**src/verilog/lcd_drive_defs.vh**
```
// Purpose: Shared constants for the LCD segment driver
// Assumes: 8-bit register address, 4-bit register data
// Notes: Level codes name the four drive potentials, ground first
`ifndef LCD_DRIVE_DEFS_VH
`define LCD_DRIVE_DEFS_VH

// Register map
`define LCD_ADDR_CTRL 8'hFB
`define LCD_ADDR_MEM_FIRST 8'h90
`define LCD_ADDR_MEM_LAST 8'hAF
`define LCD_ADDR_STATUS 8'hFE

// Control word fields
`define LCD_BIT_STATIC 3
`define LCD_BIT_BLANK 2
`define LCD_BIT_LIGHT 1
`define LCD_RST_STATIC 1'h0
`define LCD_RST_BLANK 1'h1
`define LCD_RST_LIGHT 1'h0

// Drive level codes
`define LCD_LVL_GND 2'h0
`define LCD_LVL_LOW 2'h1
`define LCD_LVL_MID 2'h2
`define LCD_LVL_HIGH 2'h3

// Frame dividers, oscillator cycles per frame
`define LCD_DIV_LOWF_FULL 1024
`define LCD_DIV_LOWF_THIRD 768
`define LCD_DIV_RC_FULL 6144
`define LCD_DIV_RC_THIRD 4608
`define LCD_DIV_CER_FULL 12288
`define LCD_DIV_CER_THIRD 9216

// Oscillator variants
`define LCD_OSC_LOWF 0
`define LCD_OSC_RC 1
`define LCD_OSC_CER 2

`endif

```
**src/verilog/frame_divider.v**
```verilog
// Purpose: Common scan and frame signal timing
// Assumes: SLOT_LEN clocks per common slot, DUTY slots per half frame
// Notes: Frame signal toggles after each full scan, so its period is 2*DUTY*SLOT_LEN
module frame_divider #(
  parameter SLOT_LEN = 128,
  parameter DUTY = 4
) (
  // Clock and reset
  input wire clk,
  input wire rst,
  // Timing outputs
  output reg [1:0] commonIdx,
  output reg frameSig
);

  reg [15:0] slotCnt_r;

  always @(posedge clk)
  begin
    if (rst)
    begin
      slotCnt_r <= 16'h0000;
      commonIdx <= 2'h0;
      frameSig <= 1'b0;
    end
    else if (slotCnt_r == SLOT_LEN[15:0] - 16'h0001)
    begin
      slotCnt_r <= 16'h0000;
      // Toggling once per scan keeps the glass free of DC bias
      if (commonIdx == DUTY[1:0] - 2'h1 || (DUTY == 4 && commonIdx == 2'h3))
      begin
        commonIdx <= 2'h0;
        frameSig <= ~frameSig;
      end
      else
      begin
        commonIdx <= commonIdx + 2'h1;
      end
    end
    else
    begin
      slotCnt_r <= slotCnt_r + 16'h0001;
    end
  end

endmodule

```
**src/verilog/lcd_segment_driver.v**
```verilog
// Purpose: Multiplexed LCD driver with four commons and 26 segment outputs
// Assumes: clk is the oscillator clock; sleepReq comes from logic on clk
// Notes: Pins are given as 2-bit level codes; the analog stage maps them to potentials
`include "lcd_drive_defs.vh"

module lcd_segment_driver #(
  parameter DUTY = 4,
  parameter OSC_VARIANT = `LCD_OSC_LOWF,
  parameter INTERNAL_SUPPLY = 1,
  parameter DIV_RC_FULL = `LCD_DIV_RC_FULL,
  parameter DIV_RC_THIRD = `LCD_DIV_RC_THIRD,
  parameter DIV_CER_FULL = `LCD_DIV_CER_FULL,
  parameter DIV_CER_THIRD = `LCD_DIV_CER_THIRD,
  parameter [12:0] DC_PAIRS = 13'h0000,
  parameter [25:0] OPEN_DRAIN = 26'h0000000,
  parameter [727:0] SEG_MAP = identity_map(1'b0)
) (
  // Clock and reset
  input wire clk,
  input wire rst,
  // Register port
  input wire [7:0] addr,
  input wire [3:0] wrData,
  input wire wrStb,
  input wire rdStb,
  output reg [3:0] rdData,
  // System state
  input wire sleepReq,
  // Panel drive, two bits per common and segment pin, one bit of frame signal
  output reg [7:0] commonOutputs,
  output reg [51:0] segmentOutputs,
  output reg frameSignal,
  // DC outputs, one bit per segment pin
  output reg [25:0] dcOut,
  output reg [25:0] dcOe,
  // Drive-level supply enables
  output reg driveLevelLow,
  output reg driveLevelMid,
  output reg driveLevelHigh
);

  // Default map: segment n uses word n, bit equal to the common number
  function [727:0] identity_map;
    input dummy;
    integer s;
    integer c;
    begin
      identity_map = 728'h0;
      for (s = 0; s < 26; s = s + 1)
        for (c = 0; c < 4; c = c + 1)
          identity_map[(s * 4 + c) * 7 +: 7] = {s[4:0], c[1:0]};
    end
  endfunction

  // Map lookup: word address and bit for a segment and common
  function [6:0] map_entry;
    input integer s;
    input integer c;
    begin
      map_entry = SEG_MAP[(s * 4 + c) * 7 +: 7];
    end
  endfunction

  // Level of a common pin for the current frame half
  function [1:0] com_level;
    input selected;
    input frame;
    input isStatic;
    begin
      if (isStatic)
        com_level = frame ? `LCD_LVL_GND : `LCD_LVL_HIGH;
      else if (selected)
        com_level = frame ? `LCD_LVL_GND : `LCD_LVL_HIGH;
      else
        com_level = frame ? `LCD_LVL_MID : `LCD_LVL_LOW;
    end
  endfunction

  // Level of a segment pin; on is opposite the selected common
  function [1:0] seg_level;
    input on;
    input frame;
    input isStatic;
    begin
      if (isStatic)
        seg_level = (on ^ frame) ? `LCD_LVL_GND : `LCD_LVL_HIGH;
      else if (on)
        seg_level = frame ? `LCD_LVL_HIGH : `LCD_LVL_GND;
      else
        seg_level = frame ? `LCD_LVL_LOW : `LCD_LVL_MID;
    end
  endfunction

  // Address decode, shared by the write and read paths
  function is_mem_addr;
    input [7:0] a;
    begin
      is_mem_addr = (a >= `LCD_ADDR_MEM_FIRST) && (a <= `LCD_ADDR_MEM_LAST);
    end
  endfunction

  function is_ctrl_addr;
    input [7:0] a;
    begin
      is_ctrl_addr = (a == `LCD_ADDR_CTRL);
    end
  endfunction

  // Word index in display memory; the offset is cut to five bits on purpose
  function [4:0] mem_index;
    input [7:0] a;
    reg [7:0] off;
    begin
      off = a - `LCD_ADDR_MEM_FIRST;
      mem_index = off[4:0];
    end
  endfunction

  // Split a map entry into its display word and bit
  function [4:0] entry_word;
    input [6:0] e;
    begin
      entry_word = e[6:2];
    end
  endfunction

  function [1:0] entry_bit;
    input [6:0] e;
    begin
      entry_bit = e[1:0];
    end
  endfunction

  // Frame divide for the configured variant and duty
  localparam DIV_FULL = (OSC_VARIANT == `LCD_OSC_RC) ? DIV_RC_FULL :
    (OSC_VARIANT == `LCD_OSC_CER) ? DIV_CER_FULL : `LCD_DIV_LOWF_FULL;
  localparam DIV_THIRD = (OSC_VARIANT == `LCD_OSC_RC) ? DIV_RC_THIRD :
    (OSC_VARIANT == `LCD_OSC_CER) ? DIV_CER_THIRD : `LCD_DIV_LOWF_THIRD;
  localparam FRAME_DIV = (DUTY == 3) ? DIV_THIRD : DIV_FULL;
  localparam SLOT_LEN = FRAME_DIV / (2 * DUTY);

  reg [3:0] dispMem_r [0:31];
  reg staticSel_r;
  reg blankAll_r;
  reg lightAll_r;
  wire [1:0] commonIdx;
  wire frameSig;
  wire sleepActive;
  wire memWrite;
  wire [4:0] memIdx;
  reg [7:0] comNxt;
  reg [51:0] segNxt;
  reg [25:0] dcOutNxt;
  reg [25:0] dcOeNxt;
  reg [3:0] rdNxt;
  reg onBit;
  reg [6:0] ent;
  integer s;
  integer c;
  // Reset fill has its own counters so no variable is written by two processes
  integer rs;
  integer rc;

  // Slot and frame timing; the pins follow it one edge later
  frame_divider #(
    .SLOT_LEN(SLOT_LEN),
    .DUTY(DUTY)
  ) u_frame_divider (
    .clk(clk),
    .rst(rst),
    .commonIdx(commonIdx),
    .frameSig(frameSig)
  );

  // Sleep only acts with the internal supply; external supply cannot sleep
  assign sleepActive = sleepReq & (INTERNAL_SUPPLY != 0);
  assign memWrite = wrStb && is_mem_addr(addr);
  assign memIdx = mem_index(addr);

  // Control word
  always @(posedge clk)
  begin
    if (rst)
    begin
      staticSel_r <= `LCD_RST_STATIC;
      blankAll_r <= `LCD_RST_BLANK;
      lightAll_r <= `LCD_RST_LIGHT;
    end
    else if (wrStb && is_ctrl_addr(addr))
    begin
      staticSel_r <= wrData[`LCD_BIT_STATIC];
      blankAll_r <= wrData[`LCD_BIT_BLANK];
      lightAll_r <= wrData[`LCD_BIT_LIGHT];
    end
  end

  // Display memory; reset sets the bits of DC-pair pins to one, other words keep whatever they held
  always @(posedge clk)
  begin
    if (rst)
    begin
      for (rs = 0; rs < 26; rs = rs + 1)
        if (DC_PAIRS[rs / 2])
          for (rc = 0; rc < 4; rc = rc + 1)
            dispMem_r[entry_word(map_entry(rs, rc))][entry_bit(map_entry(rs, rc))] <= 1'b1;
    end
    else if (memWrite)
    begin
      // Outside reset only the bus writes the array; the display overrides never touch it
      dispMem_r[memIdx] <= wrData;
    end
  end

  // Read port: display memory is not readable, so it reads as zero
  always @*
  begin
    rdNxt = 4'h0;
    if (is_ctrl_addr(addr))
    begin
      rdNxt[`LCD_BIT_STATIC] = staticSel_r;
      rdNxt[`LCD_BIT_BLANK] = blankAll_r;
      rdNxt[`LCD_BIT_LIGHT] = lightAll_r;
      rdNxt[0] = 1'b0;
    end
    else if (addr == `LCD_ADDR_STATUS)
    begin
      rdNxt = {sleepActive, frameSig, commonIdx};
    end
    else if (is_mem_addr(addr))
    begin
      rdNxt = 4'h0;
    end
  end

  // Read data falls back to zero so a stale word is never taken twice
  always @(posedge clk)
  begin
    if (rst)
      rdData <= 4'h0;
    else if (rdStb)
      rdData <= rdNxt;
    else
      rdData <= 4'h0;
  end

  // Pin levels for the current slot, taken by the pins on the next edge
  always @*
  begin
    comNxt = 8'h00;
    segNxt = 52'h0;
    dcOutNxt = 26'h0;
    dcOeNxt = 26'h0;
    onBit = 1'b0;
    ent = 7'h00;
    for (c = 0; c < 4; c = c + 1)
      comNxt[c * 2 +: 2] = com_level(c < DUTY && c == commonIdx, frameSig, staticSel_r);
    for (s = 0; s < 26; s = s + 1)
    begin
      if (DC_PAIRS[s / 2])
      begin
        ent = map_entry(s, 0);
        onBit = dispMem_r[entry_word(ent)][entry_bit(ent)];
        if (OPEN_DRAIN[s])
        begin
          dcOutNxt[s] = 1'b0;
          dcOeNxt[s] = ~onBit;
        end
        else
        begin
          dcOutNxt[s] = onBit;
          dcOeNxt[s] = 1'b1;
        end
      end
      else
      begin
        // Static always reads the fourth-common bit, whatever the duty
        ent = staticSel_r ? map_entry(s, 3) : map_entry(s, commonIdx);
        onBit = dispMem_r[entry_word(ent)][entry_bit(ent)];
        // Blank-all is tested first so it wins over light-all
        if (blankAll_r)
          onBit = 1'b0;
        else if (lightAll_r)
          onBit = 1'b1;
        segNxt[s * 2 +: 2] = seg_level(onBit, frameSig, staticSel_r);
      end
    end
    if (sleepActive)
    begin
      comNxt = 8'h00;
      segNxt = 52'h0;
    end
  end

  // Registered pins change only on clock edges, so the glass never sees a glitch
  always @(posedge clk)
  begin
    if (rst)
    begin
      commonOutputs <= 8'h00;
      segmentOutputs <= 52'h0;
      frameSignal <= 1'b0;
      dcOut <= 26'h0;
      dcOe <= 26'h0;
      driveLevelLow <= 1'b0;
      driveLevelMid <= 1'b0;
      driveLevelHigh <= 1'b0;
    end
    else
    begin
      commonOutputs <= comNxt;
      segmentOutputs <= segNxt;
      frameSignal <= frameSig;
      dcOut <= dcOutNxt;
      dcOe <= dcOeNxt;
      driveLevelLow <= ~sleepActive;
      driveLevelMid <= ~sleepActive;
      driveLevelHigh <= ~sleepActive;
    end
  end

endmodule

```
**config.mk**
```make
export PLATFORM = sky130hd
export DESIGN_NAME = lcd_segment_driver
export DESIGN_NICKNAME = d
export VERILOG_FILES = /design/src/verilog/frame_divider.v /design/src/verilog/lcd_segment_driver.v
export VERILOG_INCLUDE_DIRS = /design/src /design/src/verilog
export SDC_FILE = /design/constraint.sdc
export NUM_CORES = 1
export LEC_CHECK = 0
export ABC_AREA = 1
export BUFFER_PORTS_ARGS = -buffer_cell sky130_fd_sc_hd__clkbuf_2
export CAP_MARGIN = 20
export CORE_MARGIN = 2
export CORE_UTILIZATION = 35
export CTS_CLUSTER_SIZE = 8
export DETAILED_ROUTE_END_ITERATION = 7
export PLACE_DENSITY = 0.61
export SLEW_MARGIN = 25
export SYNTH_ARGS = -nofsm -noshare
export SYNTH_HDL_FRONTEND = slang
export SYNTH_HIERARCHICAL = 1
export SYNTH_SLANG_ARGS = --single-unit
```
**constraint.sdc**
```tcl
create_clock -name clk -period 1.5 [get_ports clk]
set_input_delay 0.225 -clock clk [delete_from_list [all_inputs] [get_ports clk]]
set_output_delay 0.225 -clock clk [all_outputs]
set_load 0.01 [all_outputs]
```
After elaboration in Yosys (flattened, before gate mapping) --
Memory sizes are Yosys's and may differ from the RTL's. Index checks and enable logic that the tools add are counted. W data, S select, Z words.
Operators by class: reduce and logical (&&, ||, !) cells 9, muxes and demuxes 226, add/sub/neg operators 28, shift operators 26, $mul 26, bitwise gates (word level) 30, equal/unequal tests 7, order comparisons 28
Operators with widths (count):
- $shiftx A728 B12 Y7 const A | 10
- $shiftx A728 B11 Y7 const A | 8
- $shiftx A728 B10 Y7 const A | 4
- $shiftx A728 B9 Y7 const A | 2
- $shiftx A728 B6 Y7 const A | 1
- $shiftx A728 B8 Y7 const A | 1
- $mux W2 | 91
- $mux W7 | 26
- $mul A8 B3 Y11 const B | 10
- $mux W1 | 81
- $add A7 B2 Y8 const A | 10
- $mul A7 B3 Y10 const B | 8
- $lt A2 B3 Y1 const B | 26
- $add A6 B2 Y7 const A | 8
- $bmux W1 S2 | 26
- $mul A6 B3 Y9 const B | 4
- $xor A1 B1 Y1 | 26
- $add A5 B2 Y6 const A | 4
- $add A16 B1 Y16 const B | 1
- $eq A16 B7 Y1 const B | 1
- $eq A8 B8 Y1 const B | 2
- $mul A5 B3 Y8 const B | 2
- $add A4 B2 Y5 const A | 2
- $ge A8 B8 Y1 const B | 1
- other kinds (16) | 25
Word-level totals: memories 1, register bits after elaboration 88, bits in writable memories 128, output and inout port bits 120, bits of input ports 17, word-level logic and storage cells 393
Memories:
- dispMem_r | words 32, width 4, read ports 26, clocked after Yosys merged registers in 0, wr ports 1, line lcd_segment_driver.v:142 | reg [3:0] dispMem_r [0:31];

Longest topological paths before layout --
Gate-level depths: netlist of run 1. An unclocked memory read counts as a cell.
depth after elaboration 12, depth in mapped cells 10, mapped depth without buffers 9

By module --
The synthesis of run 1 kept the hierarchy.
Modules (own cells, without submodules):
- lcd_segment_driver | times used 1, seq. area each 4444.3 µm², area an instance 7544.7 µm², cells each 839
- frame_divider | times used 1, seq. area each 380.4 µm², area an instance 968.4 µm², cells each 135

Worst setup path after synthesis of run 1 --
Ideal clock, no wire load.
kind in2reg, start point input addr[4], end point memory dispMem_r[0][0], enable pin, data arrival time 1.198 ns, required time 1.170 ns, slack -0.028 ns, library setup time 0.330 ns, stages 6, path through clkbuf_2 > or2_2 > nand4_1 > nor3_2 > nand3_1 > nor2_1
Between the ends: longest elaborated chain between the ends 6
RTL lines:
- start: declaration | line lcd_segment_driver.v:22 | input wire [7:0] addr,
- $ge A8 B8 Y1 (no line) / $le A8 B8 Y1 (equally long branches)
- $logic_and A1 B1 Y1
- $logic_and A1 B1 Y1 | line lcd_segment_driver.v:177 | assign memWrite = wrStb && is_mem_addr(addr);
- $mux W1 | line lcd_segment_driver.v:207 | else if (memWrite)
- $mux W1 | line lcd_segment_driver.v:200 | if (rst)
- $mux W1 (implied by the code) | line lcd_segment_driver.v:210 | dispMem_r[memIdx] <= wrData;
- end: declaration | line lcd_segment_driver.v:142
Several ways; a longest one is shown, not always the timed one.

Worst setup path in the final report of run 1 --
start point register staticSel_r, in the netlist com_level.isStatic, end point register segmentOutputs[20]
Between the ends: longest elaborated chain between the ends 9
RTL lines:
- start: declaration | line lcd_segment_driver.v:143 | reg staticSel_r;
- start signal: assignment | line lcd_segment_driver.v:185 | staticSel_r <= `LCD_RST_STATIC;
- start signal: assignment | line lcd_segment_driver.v:191 | staticSel_r <= wrData[`LCD_BIT_STATIC];
- $mux W7 | line lcd_segment_driver.v:277 | ent = staticSel_r ? map_entry(s, 3) : map_entry(s, commonIdx);
- $mem_v2 Z32 W4
- $bmux W1 S2 | line lcd_segment_driver.v:278 | onBit = dispMem_r[entry_word(ent)][entry_bit(ent)];
- $mux W1 (implied by the code) | line lcd_segment_driver.v:278
- $mux W1 | line lcd_segment_driver.v:282 | else if (lightAll_r)
- $mux W1 | line lcd_segment_driver.v:280 | if (blankAll_r)
- $xor A1 B1 Y1 | line lcd_segment_driver.v:86 | seg_level = (on ^ frame) ? `LCD_LVL_GND : `LCD_LVL_HIGH;
- $mux W2 (no line)
- $mux W2 (*) | line lcd_segment_driver.v:85 | if (isStatic)
- end signal: assignment | line lcd_segment_driver.v:311 | segmentOutputs <= segNxt;
- end: declaration | line lcd_segment_driver.v:31 | output reg [51:0] segmentOutputs,
Mark *: on every way between the ends. The rest lies on a longest branch, timed or not. The select of a mux whose other input is x is not followed. A chain may end at the register's enable or synchronous reset.

==> key figures, run 1 <==
Synthesis
  • Synth top area cells: edfxtp_1 (37%), dfxtp_1 (20%), nand2_1 (10%)
  • Synth cell count leaders: nand2_1 (229), nand3_1 (145), inv_1 (131)
  • Cell variety after synth: 35
  • Sequential fraction of the synthesis area: 0.5667
  • Synth top area share: 0.3668
  • FFs w/ async S/R, synth: 0
  • Syn. warnings: 6
  • Cell taking the most area after synthesis: edfxtp_1
  • Mapped Avg Cell Area: around 8.7 sq um
  • Mapped Area: about 8500 sq um
  • Mapped Cells: 974
  • Cell with the most instances after synthesis: nand2_1
  • Yosys reg bits: ~190
  • EDFF count, synth: between 100 and 150
  • Most used DFF post-synth: edfxtp_1

Placed design
  • Pre-CTS setup slack: -0.1273 ns
  • PortBufs: 84
  • GP Congestion: between 0.7 and 0.8
  • Detail Placement HPWL: 12.74 mm

STA
  • Final Max Tran Viols: 0
  • Least-Margin Pin Slew: 0.6755 ns
  • Slew HR: 0.5497
  • Tcrit/Tclk final: 1.067
  • Fmax: roughly 620 MHz
  • Minimum clock period: around 1.6 ns
  • # setup viols final: 34
  • Clk_skew: just over 0.009 ns
  • Setup TNS Final: -1.776 ns
  • Unrepaired setup endpoints after global routing: true
  • Count of final hold-check violations: 0
  • Final worst setup slack: -0.1004 ns

Pwr
  • Combinational share of power: 0.036
  • Sw Pwr: 2229 uW
  • Pwr dens: just under 1000 nW/um^2
  • Peak supply drop: roughly 0.8 mV
  • Sw frac: 0.2122
  • Clock network fraction of total power: 0.438
  • Lkg Pwr: 0.004788 uW
  • Internal power: between 8000 and 9000 uW
  • Seq pwr share: 0.526

Detailed routing
  • Vias per inst: 4.457
  • Drt first-iter violations: ~420
  • Drt pass-1 iters: 5
  • Post-route ant nets: 0
  • DR vias: between 6000 and 7000
  • Routed len/inst: 13.61 um
  • Final wirelength: 19.67 mm
  • DRC Markers: 0

Setup path
  • Worst reg2reg path startpoint: com_level.isStatic
  • CP dominant cell by count: nand2_1
  • Reg2reg setup slack: -0.10 ns
  • Cells on worst reg2reg path: 11
  • CP required: 1.81 ns
  • Critical path depth: 11
  • Kind of start point of the critical path: register
  • Setup CP Type: reg2reg
  • Delay-heaviest family, CP: simple AND/OR/NAND/NOR gates
  • CP arrival: between 1.5 and 2 ns
  • Crit. Startpoint: com_level.isStatic
  • Worst path bufs/invs: 3
  • Slowest cell on crit path: dfxtp_4
  • CP Max Fanout: 7
  • Crit-path max cell delay: between 0.3 and 0.4 ns
  • Crit. End Element: register
  • Worst-path cell chain: buf_6, nor2_8, buf_12, clkbuf_16, nand2_2, nand3_2, nand3_4, nand2_1, nand2_1, nand3_1, a21oi_1
  • Worst setup path endpoint: segmentOutputs[20]
  • R2R Path End: segmentOutputs[20]

Floorplanning
  • I/O pins: about 140
  • Die area: between 20000 and 30000 sq um
  • Initial core utilization: 0.3532
  • Die Wd: around 160 um
  • Core area: roughly 24000 sq um
  • Core Rows: between 50 and 60
  • Die height: 160.0 um

GRT
  • Largest net degree at the start of global routing: 55
  • Vias in the first global route: between 5000 and 6000
  • GRT Total Usage: 0.1525
  • Met3 Use GR: 0.03325
  • M2 GR Usage: 0.2452
  • Gr ovfl total: 0
  • Initial antenna violation count: 0
  • First-pass GRT wire length: roughly 31 mm
  • GRT met1 Usage: 0.2047
  • GRT Max-Usage Layer: met2

Clock tree
  • Clk buf depth: 2
  • TritonCTS sink count: 189
  • Latest clock arrival within the worst-skew pair: ~0.43 ns
  • CTS H-tree lvls: 4
  • Clock slew at reported path FFs: around 0.07 ns
  • CTS Root Cell: clkbuf_16
  • CTS Buf Count: 17
  • CTS tree: built
  • # hold bufs at CTS: 0

Status
  • Status: complete, but fails checks
  • Violated checks: negative setup slack

Layout
  • Seq. cell area: around 4800 sq um
  • Ratio of cells with drive above 1 in the final layout: 0.2953
  • Antenna cells: 0
  • Layout Nets: ~1100
  • Syn-to-layout area delta: 28.01%
  • Area occupied by multi-input gates: 3273 sq um
  • Fillers: about 2300

Min path
  • Worst min path class: in2reg

Job
  • Maximum capacitance violations: 0
[power groups by stage]
stage          logic, uW  registers, uW  clock network [uW]
2_1_floorplan        274           5660                   0
3_3_place_gp         373           5640                   0
3_5_place_dp         375           5640                   0
4_1_cts              379           5520                4700
5_1_grt              426           5520                4930
6_report             381           5520                4600
[final cells by class]
cell class,instances,area share
clock buffer,21,0.04420
clock inverter,11,0.01160
inverter,138,0.04753
multi-input combinational,601,0.3003
sequential,189,0.4432
tap,324,0.03720
timing repair buffer,161,0.1160
[worst min-delay path by stage]
stage | endpoint | slack [ns] | cells after the start | from
floorplan | frameSignal | 0.30 | 1 | rst
global placement | dispMem_r[15][1] | 0.44 | 1 | wrData[1]
CTS | dispMem_r[15][1] | 0.009 | 1 | wrData[1]
finish | dispMem_r[15][1] | 0.02 | 1 | wrData[1]
global route | dispMem_r[15][1] | 0.02 | 1 | wrData[1]
detailed placement | dispMem_r[15][1] | 0.46 | 1 | wrData[1]
[metal layers]
| layer | routed length, um | vias up |
|---|---|---|
| li1 | - | 3262 |
| met1 | 9115 | 2963 |
| met2 | 9215 | 195 |
| met3 | 1039 | 21 |
| met4 | 299 | 0 |
| met5 | 0 | - |
[flip-flops by register name, summed over array words and instances (netlist names)]
name and flops:
dispMem_r 104, segmentOutputs 52, u_frame_divider/slotCnt_r 16, commonOutputs 5, rdData 4, u_frame_divider/commonIdx 2
blankAll_r 1, com_level.isStatic 1, driveLevelMid 1, frameSignal 1, lightAll_r 1, u_frame_divider/frameSig 1
[worst register-to-register path, delay by kind of cell (launching register included)]
kind | cells | cell delay [ns]
simple gates | 7 | 0.61
buf+inv | 3 | 0.42
flops | 1 | 0.37
compound gates | 1 | 0.07
[metrics by stage]
| stage | instances | power (uW) | cell area [sq um] | hold slack [ns] | util |
|---|---|---|---|---|---|
| floorplan | 1025 | 5935 | 8707 | 0.2974 | - |
| global placement | 1405 | 6013 | 9537 | 0.4404 | 0.3956 |
| detailed placement | 1405 | 6016 | 9537 | 0.4601 | 0.3956 |
| CTS | 1442 | 10600 | 10390 | 0.008881 | 0.4310 |
| global route | 1445 | 10880 | 10900 | 0.02193 | 0.4521 |
| finish | 1445 | 10510 | 10900 | 0.01743 | 0.4521 |
[what timing repair did]
item | CTS | global route
pin swaps | 9 | 29
buffers inserted | 4 | 3
gates cloned | 2 | 2
resized for setup | 40 | 110
endpoints found under the setup margin | 50 | 53
[placed cells by master (no fill, tap or decap), types with 3 or more instances in the layout]
cell,Yosys,layout
a21oi_1,41,31
a21oi_2,0,10
buf_12,0,16
buf_4,68,53
buf_6,6,4
clkbuf_16,0,20
clkbuf_2,1,84
conb_1,1,52
dfxtp_1,85,83
edfxtp_1,104,104
inv_1,131,130
inv_2,5,6
inv_4,0,3
nand2_1,229,190
nand2_2,2,36
nand2_4,3,8
nand3_1,145,82
nand3_2,1,51
nand3_4,1,14
nand4_1,6,6
nor2_1,87,85
nor2_2,3,3
nor2_4,2,4
nor3_1,3,3
o21ai_0,6,6
or2_2,3,3
xor2_1,4,4
[cells by family (layout without fill, tap and decap cells)]
kind of cell | Yosys count | after routing | synth area share
buffers and inverters | 235 | 331 | 0.1404
AND/OR/NAND/NOR | 490 | 490 | 0.2522
flip-flops | 189 | 189 | 0.5667
adder cells (fa/ha/maj) | 2 | 2 | 0.002939
other | 1 | 52 | 0.0004405
AO/OA/AOI/OAI | 51 | 51 | 0.03116
XOR/XNOR | 6 | 6 | 0.006173
(Power assumes the default switching activity.)
==> inputs of run 2 (changes only) <==
Settings changed: ABC_AREA 1 to 0, GPL_ROUTABILITY_DRIVEN from default to 1.
==> run 2 against run 1 <==
The run now ends clean. Clock-buffer cell count unchanged. Register-to-register slack gained 0.14 ns. Setup slack better by 0.14 ns. Critical path depth down 6. Combinational power is 4% higher. Largest power group unchanged.
==> key figures, run 2 <==
Detailed routing
  • Vias per inst: 4.724 (was 4.457)
  • DRC Markers: 0 (unchanged)
  • Drt first-iter violations: 311 (was 416)
  • DR vias: 5093 (was 6441)
  • Drt pass-1 iters: 5 (unchanged)
  • Post-route ant nets: 0 (unchanged)
  • Final wirelength: 17.31 mm (was 19.67 mm)
  • Routed len/inst: 16.06 um (was 13.61 um)

Layout
  • Top flop regs: dispMem_r x104, segmentOutputs x52, u_frame_divider/slotCnt_r x16 (unchanged)
  • Most flops, register: dispMem_r (unchanged)
  • Syn-to-layout area delta: 21.06% (was 28.01%)
  • Post-route insts no fill: 1078 (was 1445)
  • Antenna cells: 0 (unchanged)
  • Most common cell after layout, fill and taps aside: edfxtp_1 (was nand2_1)
  • Commonest non-fill, non-tap cells in the layout: edfxtp_1 (104), clkbuf_2 (84), dfxtp_1 (82), nor2_1 (72), mux2i_1 (71) (was nand2_1 (190), inv_1 (130), edfxtp_1 (104), nor2_1 (85), clkbuf_2 (84))
  • Max FFs per register: 104 (unchanged)
  • Layout Nets: 799 (was 1127)
  • Ratio of cells with drive above 1 in the final layout: 0.2724 (was 0.2953)

GRT
  • GRT met1 Usage: 0.1785 (was 0.2047)
  • GRT Total Usage: 0.1445 (was 0.1525)
  • M2 GR Usage: 0.2513 (was 0.2452)
  • First-pass GRT wire length: 26.50 mm (was 30.73 mm)
  • Largest net degree at the start of global routing: 28 (was 55)
  • Gr ovfl total: 0 (unchanged)
  • Met3 Use GR: 0.02970 (was 0.03325)
  • Initial antenna violation count: 0 (unchanged)
  • Vias in the first global route: 4930 (was 5882)
  • GRT Max-Usage Layer: met2 (unchanged)

STA
  • Unrepaired setup endpoints after global routing: true (unchanged)
  • Fmax: 682.6 MHz (was 624.8 MHz)
  • Minimum clock period: 1.465 ns (was 1.600 ns)
  • Tcrit/Tclk final: 0.9766 (was 1.067)
  • Least-Margin Pin Slew: 0.7203 ns (was 0.6755 ns)
  • Clk_skew: 0.006056 ns (was 0.009344 ns)
  • # setup viols final: 0 (was 34)
  • Final Max Tran Viols: 0 (unchanged)
  • Slew HR: 0.5198 (was 0.5497)
  • Hold slack final: 0.1784 ns (was 0.01743 ns)
  • Count of final hold-check violations: 0 (unchanged)

Min path
  • Worst min path class: in2reg (unchanged)

Setup path
  • CP arrival: 1.82 ns (was 1.91 ns)
  • Crit. Startpoint: com_level.isStatic (unchanged)
  • CP required: 1.86 ns (was 1.81 ns)
  • Worst setup path endpoint: segmentOutputs[21] (was segmentOutputs[20])
  • Cells on worst reg2reg path: 5 (was 11)
  • Reg2reg setup slack: 0.04 ns (was -0.10 ns)
  • Setup CP Type: reg2reg (unchanged)
  • Worst reg2reg path startpoint: com_level.isStatic (unchanged)
  • Crit. End Element: register (unchanged)
  • CP Max Fanout: 16 (was 7)
  • Kind of start point of the critical path: register (unchanged)
  • R2R Path End: segmentOutputs[21] (was segmentOutputs[20])

Placed design
  • Placed instance count: 1046 (was 1405)
  • PortBufs: 84 (unchanged)
  • Detail Placement HPWL: 11.82 mm (was 12.74 mm)
  • GP Congestion: 0.7992 (was 0.7732)

Synthesis
  • Cell variety after synth: 52 (was 35)
  • Synth top area share: 0.3928 (was 0.3668)
  • Mapped Cells: 646 (was 974)
  • Most used DFF post-synth: edfxtp_1 (unchanged)
  • Cell with the most instances after synthesis: edfxtp_1 (was nand2_1)
  • FFs w/ async S/R, synth: 0 (unchanged)
  • Cell taking the most area after synthesis: edfxtp_1 (unchanged)
  • Syn. warnings: 6 (unchanged)
  • Mapped Area: 7950 sq um (was 8513 sq um)
  • Sequential fraction of the synthesis area: 0.6069 (was 0.5667)
  • Yosys reg bits: 189 (unchanged)
  • Synth cell count leaders: edfxtp_1 (104), dfxtp_1 (85), nor2_1 (73) (was nand2_1 (229), nand3_1 (145), inv_1 (131))
  • Synth top area cells: edfxtp_1 (39%), dfxtp_1 (21%), mux2i_1 (8.9%) (was edfxtp_1 (37%), dfxtp_1 (20%), nand2_1 (10%))
  • EDFF count, synth: 104 (unchanged)
  • Mapped Avg Cell Area: 12.31 sq um (was 8.740 sq um)

Floorplanning
  • Die Wd: 154.7 um (was 160.0 um)
  • Core area: 22430 sq um (was 24110 sq um)
  • Core Rows: 55 (was 57)
  • Die height: 154.7 um (was 160.0 um)
  • I/O pins: 137 (unchanged)
  • Die area: 23940 sq um (was 25590 sq um)
  • Initial core utilization: 0.3544 (was 0.3532)

Clock tree
  • CTS Root Cell: clkbuf_16 (unchanged)
  • Post-CTS Setup Bufs: 0 (was 4)
  • CTS Buf Count: 17 (unchanged)
  • CTS tree: built (unchanged)
  • CTS H-tree lvls: 4 (unchanged)
  • Clock slew at reported path FFs: 0.07 ns (about the same)
  • Latest clock arrival within the worst-skew pair: 0.43 ns (about the same)
  • Clk buf depth: 2 (unchanged)
  • TritonCTS sink count: 189 (unchanged)

Job
  • Maximum capacitance violations: 0 (unchanged)

Status
  • Status: finished clean (was complete, but fails checks)

Pwr
  • Pwr dens: 1090 nW/um^2 (was 963.9 nW/um^2)
  • Peak supply drop: 0.5355 mV (was 0.7992 mV)
  • Lkg Pwr: 0.003813 uW (was 0.004788 uW)
## run 2: cell count changes after synthesis, sizes merged, moves of 6 or more
cell,delta
inv,-127
o21ai,+31
nor2,-20
o22a,+10
xnor2,+13
xor2,+11
nor3b,+6
nand3,-137
a22oi,+25
mux2i,+71
nand2,-204
a21oi,-25
## run 2: layout make-up
| class | instances | area (sq um) |
|---|---|---|
| flip-flops and latches | 189 | 4831 |
| repair buffers | 154 | 1091 |
| clock buffers | 21 | 481.7 |
| clock inverters | 11 | 128.9 |
| multi-input cells | 409 | 2701 |
| fillers | 2109 | 12810 |
| inverters | 9 | 33.78 |
| well taps | 285 | 356.6 |
## run 2: how the worst min path moves through the flow
stage,start,slack [ns],cells past startpoint,end
after global routing,rdStb,0.18,3,rdData[0]
after floorplan,rst,0.29,1,u_frame_divider/commonIdx[0]
after global placement,u_frame_divider/slotCnt_r[0],0.52,2,u_frame_divider/slotCnt_r[0]
final,rdStb,0.18,3,rdData[0]
after CTS,rdStb,0.16,3,rdData[0]
after detailed placement,u_frame_divider/slotCnt_r[0],0.53,2,u_frame_divider/slotCnt_r[0]
## run 2: critical path: stages (launching register included)
cell	delay, ns
dfxtp_4	0.37
buf_4	0.14
or2_1	0.25
buf_12	0.17
o21ai_1	0.23
mux2i_1	0.23
## run 2: kinds of logic (layout without fill, tap and decap cells)
logic type,Yosys count,after routing,share of synthesized area
AOI/OAI and AO/OA,93,93,0.07853
buffers and inverters,99,195,0.08215
DFF,189,189,0.6069
and+or+nand+nor,160,160,0.1050
adders and majority gates,2,2,0.003147
xor gates and xnor gates,30,30,0.03305
other,1,52,0.0004717
muxes,72,72,0.09081
## run 2: what timing repair did
| item | in CTS | in global routing |
|---|---|---|
| endpoints found under the setup margin | 11 | 19 |
| pin swaps | 0 | 1 |
| resized for setup | 2 | 13 |
| hold buffers | 0 | 0 |
## run 2: power by group
group	switching, uW	leakage, uW	internal [uW]
logic	274	0.00188	121
clock network	1910	0.000303	2660
registers	20.6	0.00163	5500
total	2210	0.00381	8290
## run 2: layer usage
layer / wire length, um / vias to the layer above
met2: 8724 / 130
met4: 366 / 0
met1: 7523 / 2479
li1: - / 2456
met5: 0 / -
met3: 698 / 28
## run 2: stage by stage
stage	TNS [ns]	power, uW	setup slack (ns)	cell area [sq um]	util
2_1_floorplan	-1.350	5930	-0.03267	8153	-
3_3_place_gp	-21.04	6040	-0.2612	8975	0.4001
3_5_place_dp	-25.05	6040	-0.3382	8975	0.4001
4_1_cts	0	10590	0.006124	9590	0.4275
5_1_grt	-0.03346	10830	-0.01638	9624	0.4290
6_report	0	10490	0.03505	9624	0.4290
==> inputs of run 3 (changes only) <==
Settings changed: CORE_ASPECT_RATIO from default to 0.8, CTS_BUF_LIST from default to sky130_fd_sc_hd__clkbuf_16.
==> run 3 against run 2 <==
Critical path depth is 1 higher. Flip-flop and latch count stayed put. Clock-buffer cell count is 3 lower. First-iteration DRC count is 15% lower.
==> key figures, run 3 (synthesis results as in run 2) <==
Status
  • Status: finished clean (unchanged)

Layout
  • Top flop regs: dispMem_r x104, segmentOutputs x52, u_frame_divider/slotCnt_r x16 (unchanged)
  • Ratio of cells with drive above 1 in the final layout: 0.2884 (was 0.2724)
  • Post-layout util: 0.4315 (was 0.4290)
  • Max FFs per register: 104 (unchanged)
  • Most flops, register: dispMem_r (unchanged)
  • Syn-to-layout area delta: 21.47% (was 21.06%)
  • Most common cell after layout, fill and taps aside: edfxtp_1 (unchanged)
  • Layout Nets: 807 (was 799)
  • Commonest non-fill, non-tap cells in the layout: edfxtp_1 (104), clkbuf_2 (84), dfxtp_1 (80), nor2_1 (70), mux2i_1 (69) (was edfxtp_1 (104), clkbuf_2 (84), dfxtp_1 (82), nor2_1 (72), mux2i_1 (71))
  • Fillers: 2113 (was 2109)
  • Antenna cells: 0 (unchanged)

Placed design
  • PortBufs: 84 (unchanged)
  • GP Congestion: 0.7967 (was 0.7992)
  • Detail Placement HPWL: 11.81 mm (was 11.82 mm)

Setup path
  • Setup CP Type: reg2reg (unchanged)
  • CP required: 1.82 ns (was 1.86 ns)
  • Crit. End Element: register (unchanged)
  • Slowest cell on crit path: dfxtp_4 (unchanged)
  • Crit-path max cell delay: 0.38 ns (was 0.37 ns)
  • Delay-heaviest family, CP: compound AO/OA/AOI/OAI gates (was flip-flops)
  • CP Max Fanout: 16 (unchanged)
  • Worst-path cell chain: a21o_1, buf_12, a22oi_2, buf_4, mux2i_1, nand2_1 (was buf_4, or2_1, buf_12, o21ai_1, mux2i_1)
  • Kind of start point of the critical path: register (unchanged)
  • CP arrival: 1.77 ns (was 1.82 ns)
  • Worst path bufs/invs: 2 (unchanged)

Clock tree
  • Clk buf depth: 2 (unchanged)
  • # hold bufs at CTS: 0 (unchanged)
  • TritonCTS sink count: 189 (unchanged)
  • CTS Root Cell: clkbuf_16 (unchanged)
  • CTS H-tree lvls: 4 (unchanged)
  • Latest clock arrival within the worst-skew pair: 0.43 ns (about the same)
  • Clock slew at reported path FFs: 0.07 ns (about the same)
  • CTS tree: built (unchanged)
  • CTS Buf Count: 17 (unchanged)

STA
  • # setup viols final: 0 (unchanged)
  • Least-Margin Pin Slew: 0.7268 ns (was 0.7203 ns)
  • Tcrit/Tclk final: 0.9684 (was 0.9766)
  • Clk_skew: 0.009867 ns (was 0.006056 ns)
  • Unrepaired setup endpoints after global routing: true (unchanged)
  • Hold slack final: 0.08415 ns (was 0.1784 ns)
  • Minimum clock period: 1.453 ns (was 1.465 ns)
  • Slew HR: 0.5154 (was 0.5198)
  • Fmax: 688.4 MHz (was 682.6 MHz)
  • Count of final hold-check violations: 0 (unchanged)
  • Final Max Tran Viols: 0 (unchanged)

Job
  • Maximum capacitance violations: 0 (unchanged)

Floorplanning
  • Core area: 22380 sq um (was 22430 sq um)
  • Core Rows: 49 (was 55)
  • Initial core utilization: 0.3553 (was 0.3544)
  • I/O pins: 137 (unchanged)
  • Die area: 23940 sq um (about the same)
  • Die height: 138.8 um (was 154.7 um)
  • Die Wd: 172.5 um (was 154.7 um)

GRT
  • Gr ovfl total: 0 (unchanged)
  • First-pass GRT wire length: 27.44 mm (was 26.50 mm)
  • M2 GR Usage: 0.2429 (was 0.2513)
  • Vias in the first global route: 4960 (was 4930)
  • GRT Total Usage: 0.1478 (was 0.1445)
  • Largest net degree at the start of global routing: 28 (unchanged)
  • GRT Max-Usage Layer: met2 (unchanged)
  • Met3 Use GR: 0.02769 (was 0.02970)
  • Initial antenna violation count: 0 (unchanged)
  • GRT met1 Usage: 0.1989 (was 0.1785)

Detailed routing
  • Post-route ant nets: 0 (unchanged)
  • Routed len/inst: 15.80 um (was 16.06 um)
  • DR vias: 5092 (was 5093)
  • DRC Markers: 0 (unchanged)
  • Final wirelength: 17.49 mm (was 17.31 mm)
  • Vias per inst: 4.600 (was 4.724)
  • Drt pass-1 iters: 5 (unchanged)
  • Drt first-iter violations: 265 (was 311)

Min path
  • Worst min path class: in2reg (unchanged)

Pwr
  • Lkg Pwr: 0.003820 uW (was 0.003813 uW)
  • Peak supply drop: 0.6803 mV (was 0.5355 mV)
  • Pwr dens: 1043 nW/um^2 (was 1090 nW/um^2)
run 3: cell count changes in the layout (fill, tap and decap cells not counted), moves of 3 or more:
cell	delta
a22oi_2	+3
clkinv_4	-3
buf_12	-3
o21ai_0	+3
a22oi_1	-3
buf_4	+9
inv_6	+3
run 3: power breakdown:
group          internal, uW  total [uW]  switching (uW)  leakage, uW
registers              5500        5530            22.9      0.00163
logic                   126         406             281      0.00191
clock network          2210        4140            1920     0.000279
total                  7840       10100            2230      0.00382
run 3: repair_timing:
item                       CTS  global route
buffers inserted             0             5
pin swaps                    0             5
setup endpoints to repair   19            55
resized for setup            8            19
run 3: worst paths after layout:
check / slack [ns] / startpoint / end / depth (start not counted)
setup / recovery: 0.05 / u_frame_divider/commonIdx[0] / segmentOutputs[14] / 6
hold / removal: 0.08 / sleepReq / rdData[3] / 3
setup reg to reg: 0.05 / u_frame_divider/commonIdx[0] / segmentOutputs[14] / 6
hold reg to reg: 0.55 / u_frame_divider/slotCnt_r[0] / u_frame_divider/slotCnt_r[0] / 2
run 3: worst reg2reg max path, stage by stage, from the launching register on:
cell	delay (ns)
dfxtp_4	0.38
a21o_1	0.20
buf_12	0.17
a22oi_2	0.20
buf_4	0.16
mux2i_1	0.17
nand2_1	0.07
run 3: metal layers:
metal	share of wire	up-vias
met4	0.011	0
met1	0.47	2477
met3	0.039	14
met5	0	-
met2	0.48	128
li1	-	2473
run 3: final cells by class:
| type | instances | area [sq um] | area share |
|---|---|---|---|
| clock buffers | 18 | 450.4 | 0.04664 |
| flip-flops and latches | 189 | 4836 | 0.5008 |
| clock inverters | 14 | 86.33 | 0.008940 |
| repair buffers | 162 | 1125 | 0.1165 |
| inverters | 9 | 33.78 | 0.003498 |
| multi-input cells | 409 | 2743 | 0.2840 |
| well taps | 306 | 382.9 | 0.03965 |
run 3: through the flow:
step / instance area [sq um] / power (uW) / setup TNS (ns) / worst slack [ns] / instances
6_report: 9657 / 10070 / 0 / 0.04739 / 1107
2_1_floorplan: 8153 / 5930 / -1.350 / -0.03267 / 697
3_3_place_gp: 8986 / 6045 / -24.85 / -0.4086 / 1070
4_1_cts: 9545 / 10180 / -0.09285 / -0.02508 / 1102
5_1_grt: 9657 / 10420 / -0.1570 / -0.04971 / 1107
3_5_place_dp: 8986 / 6046 / -26.84 / -0.4636 / 1070
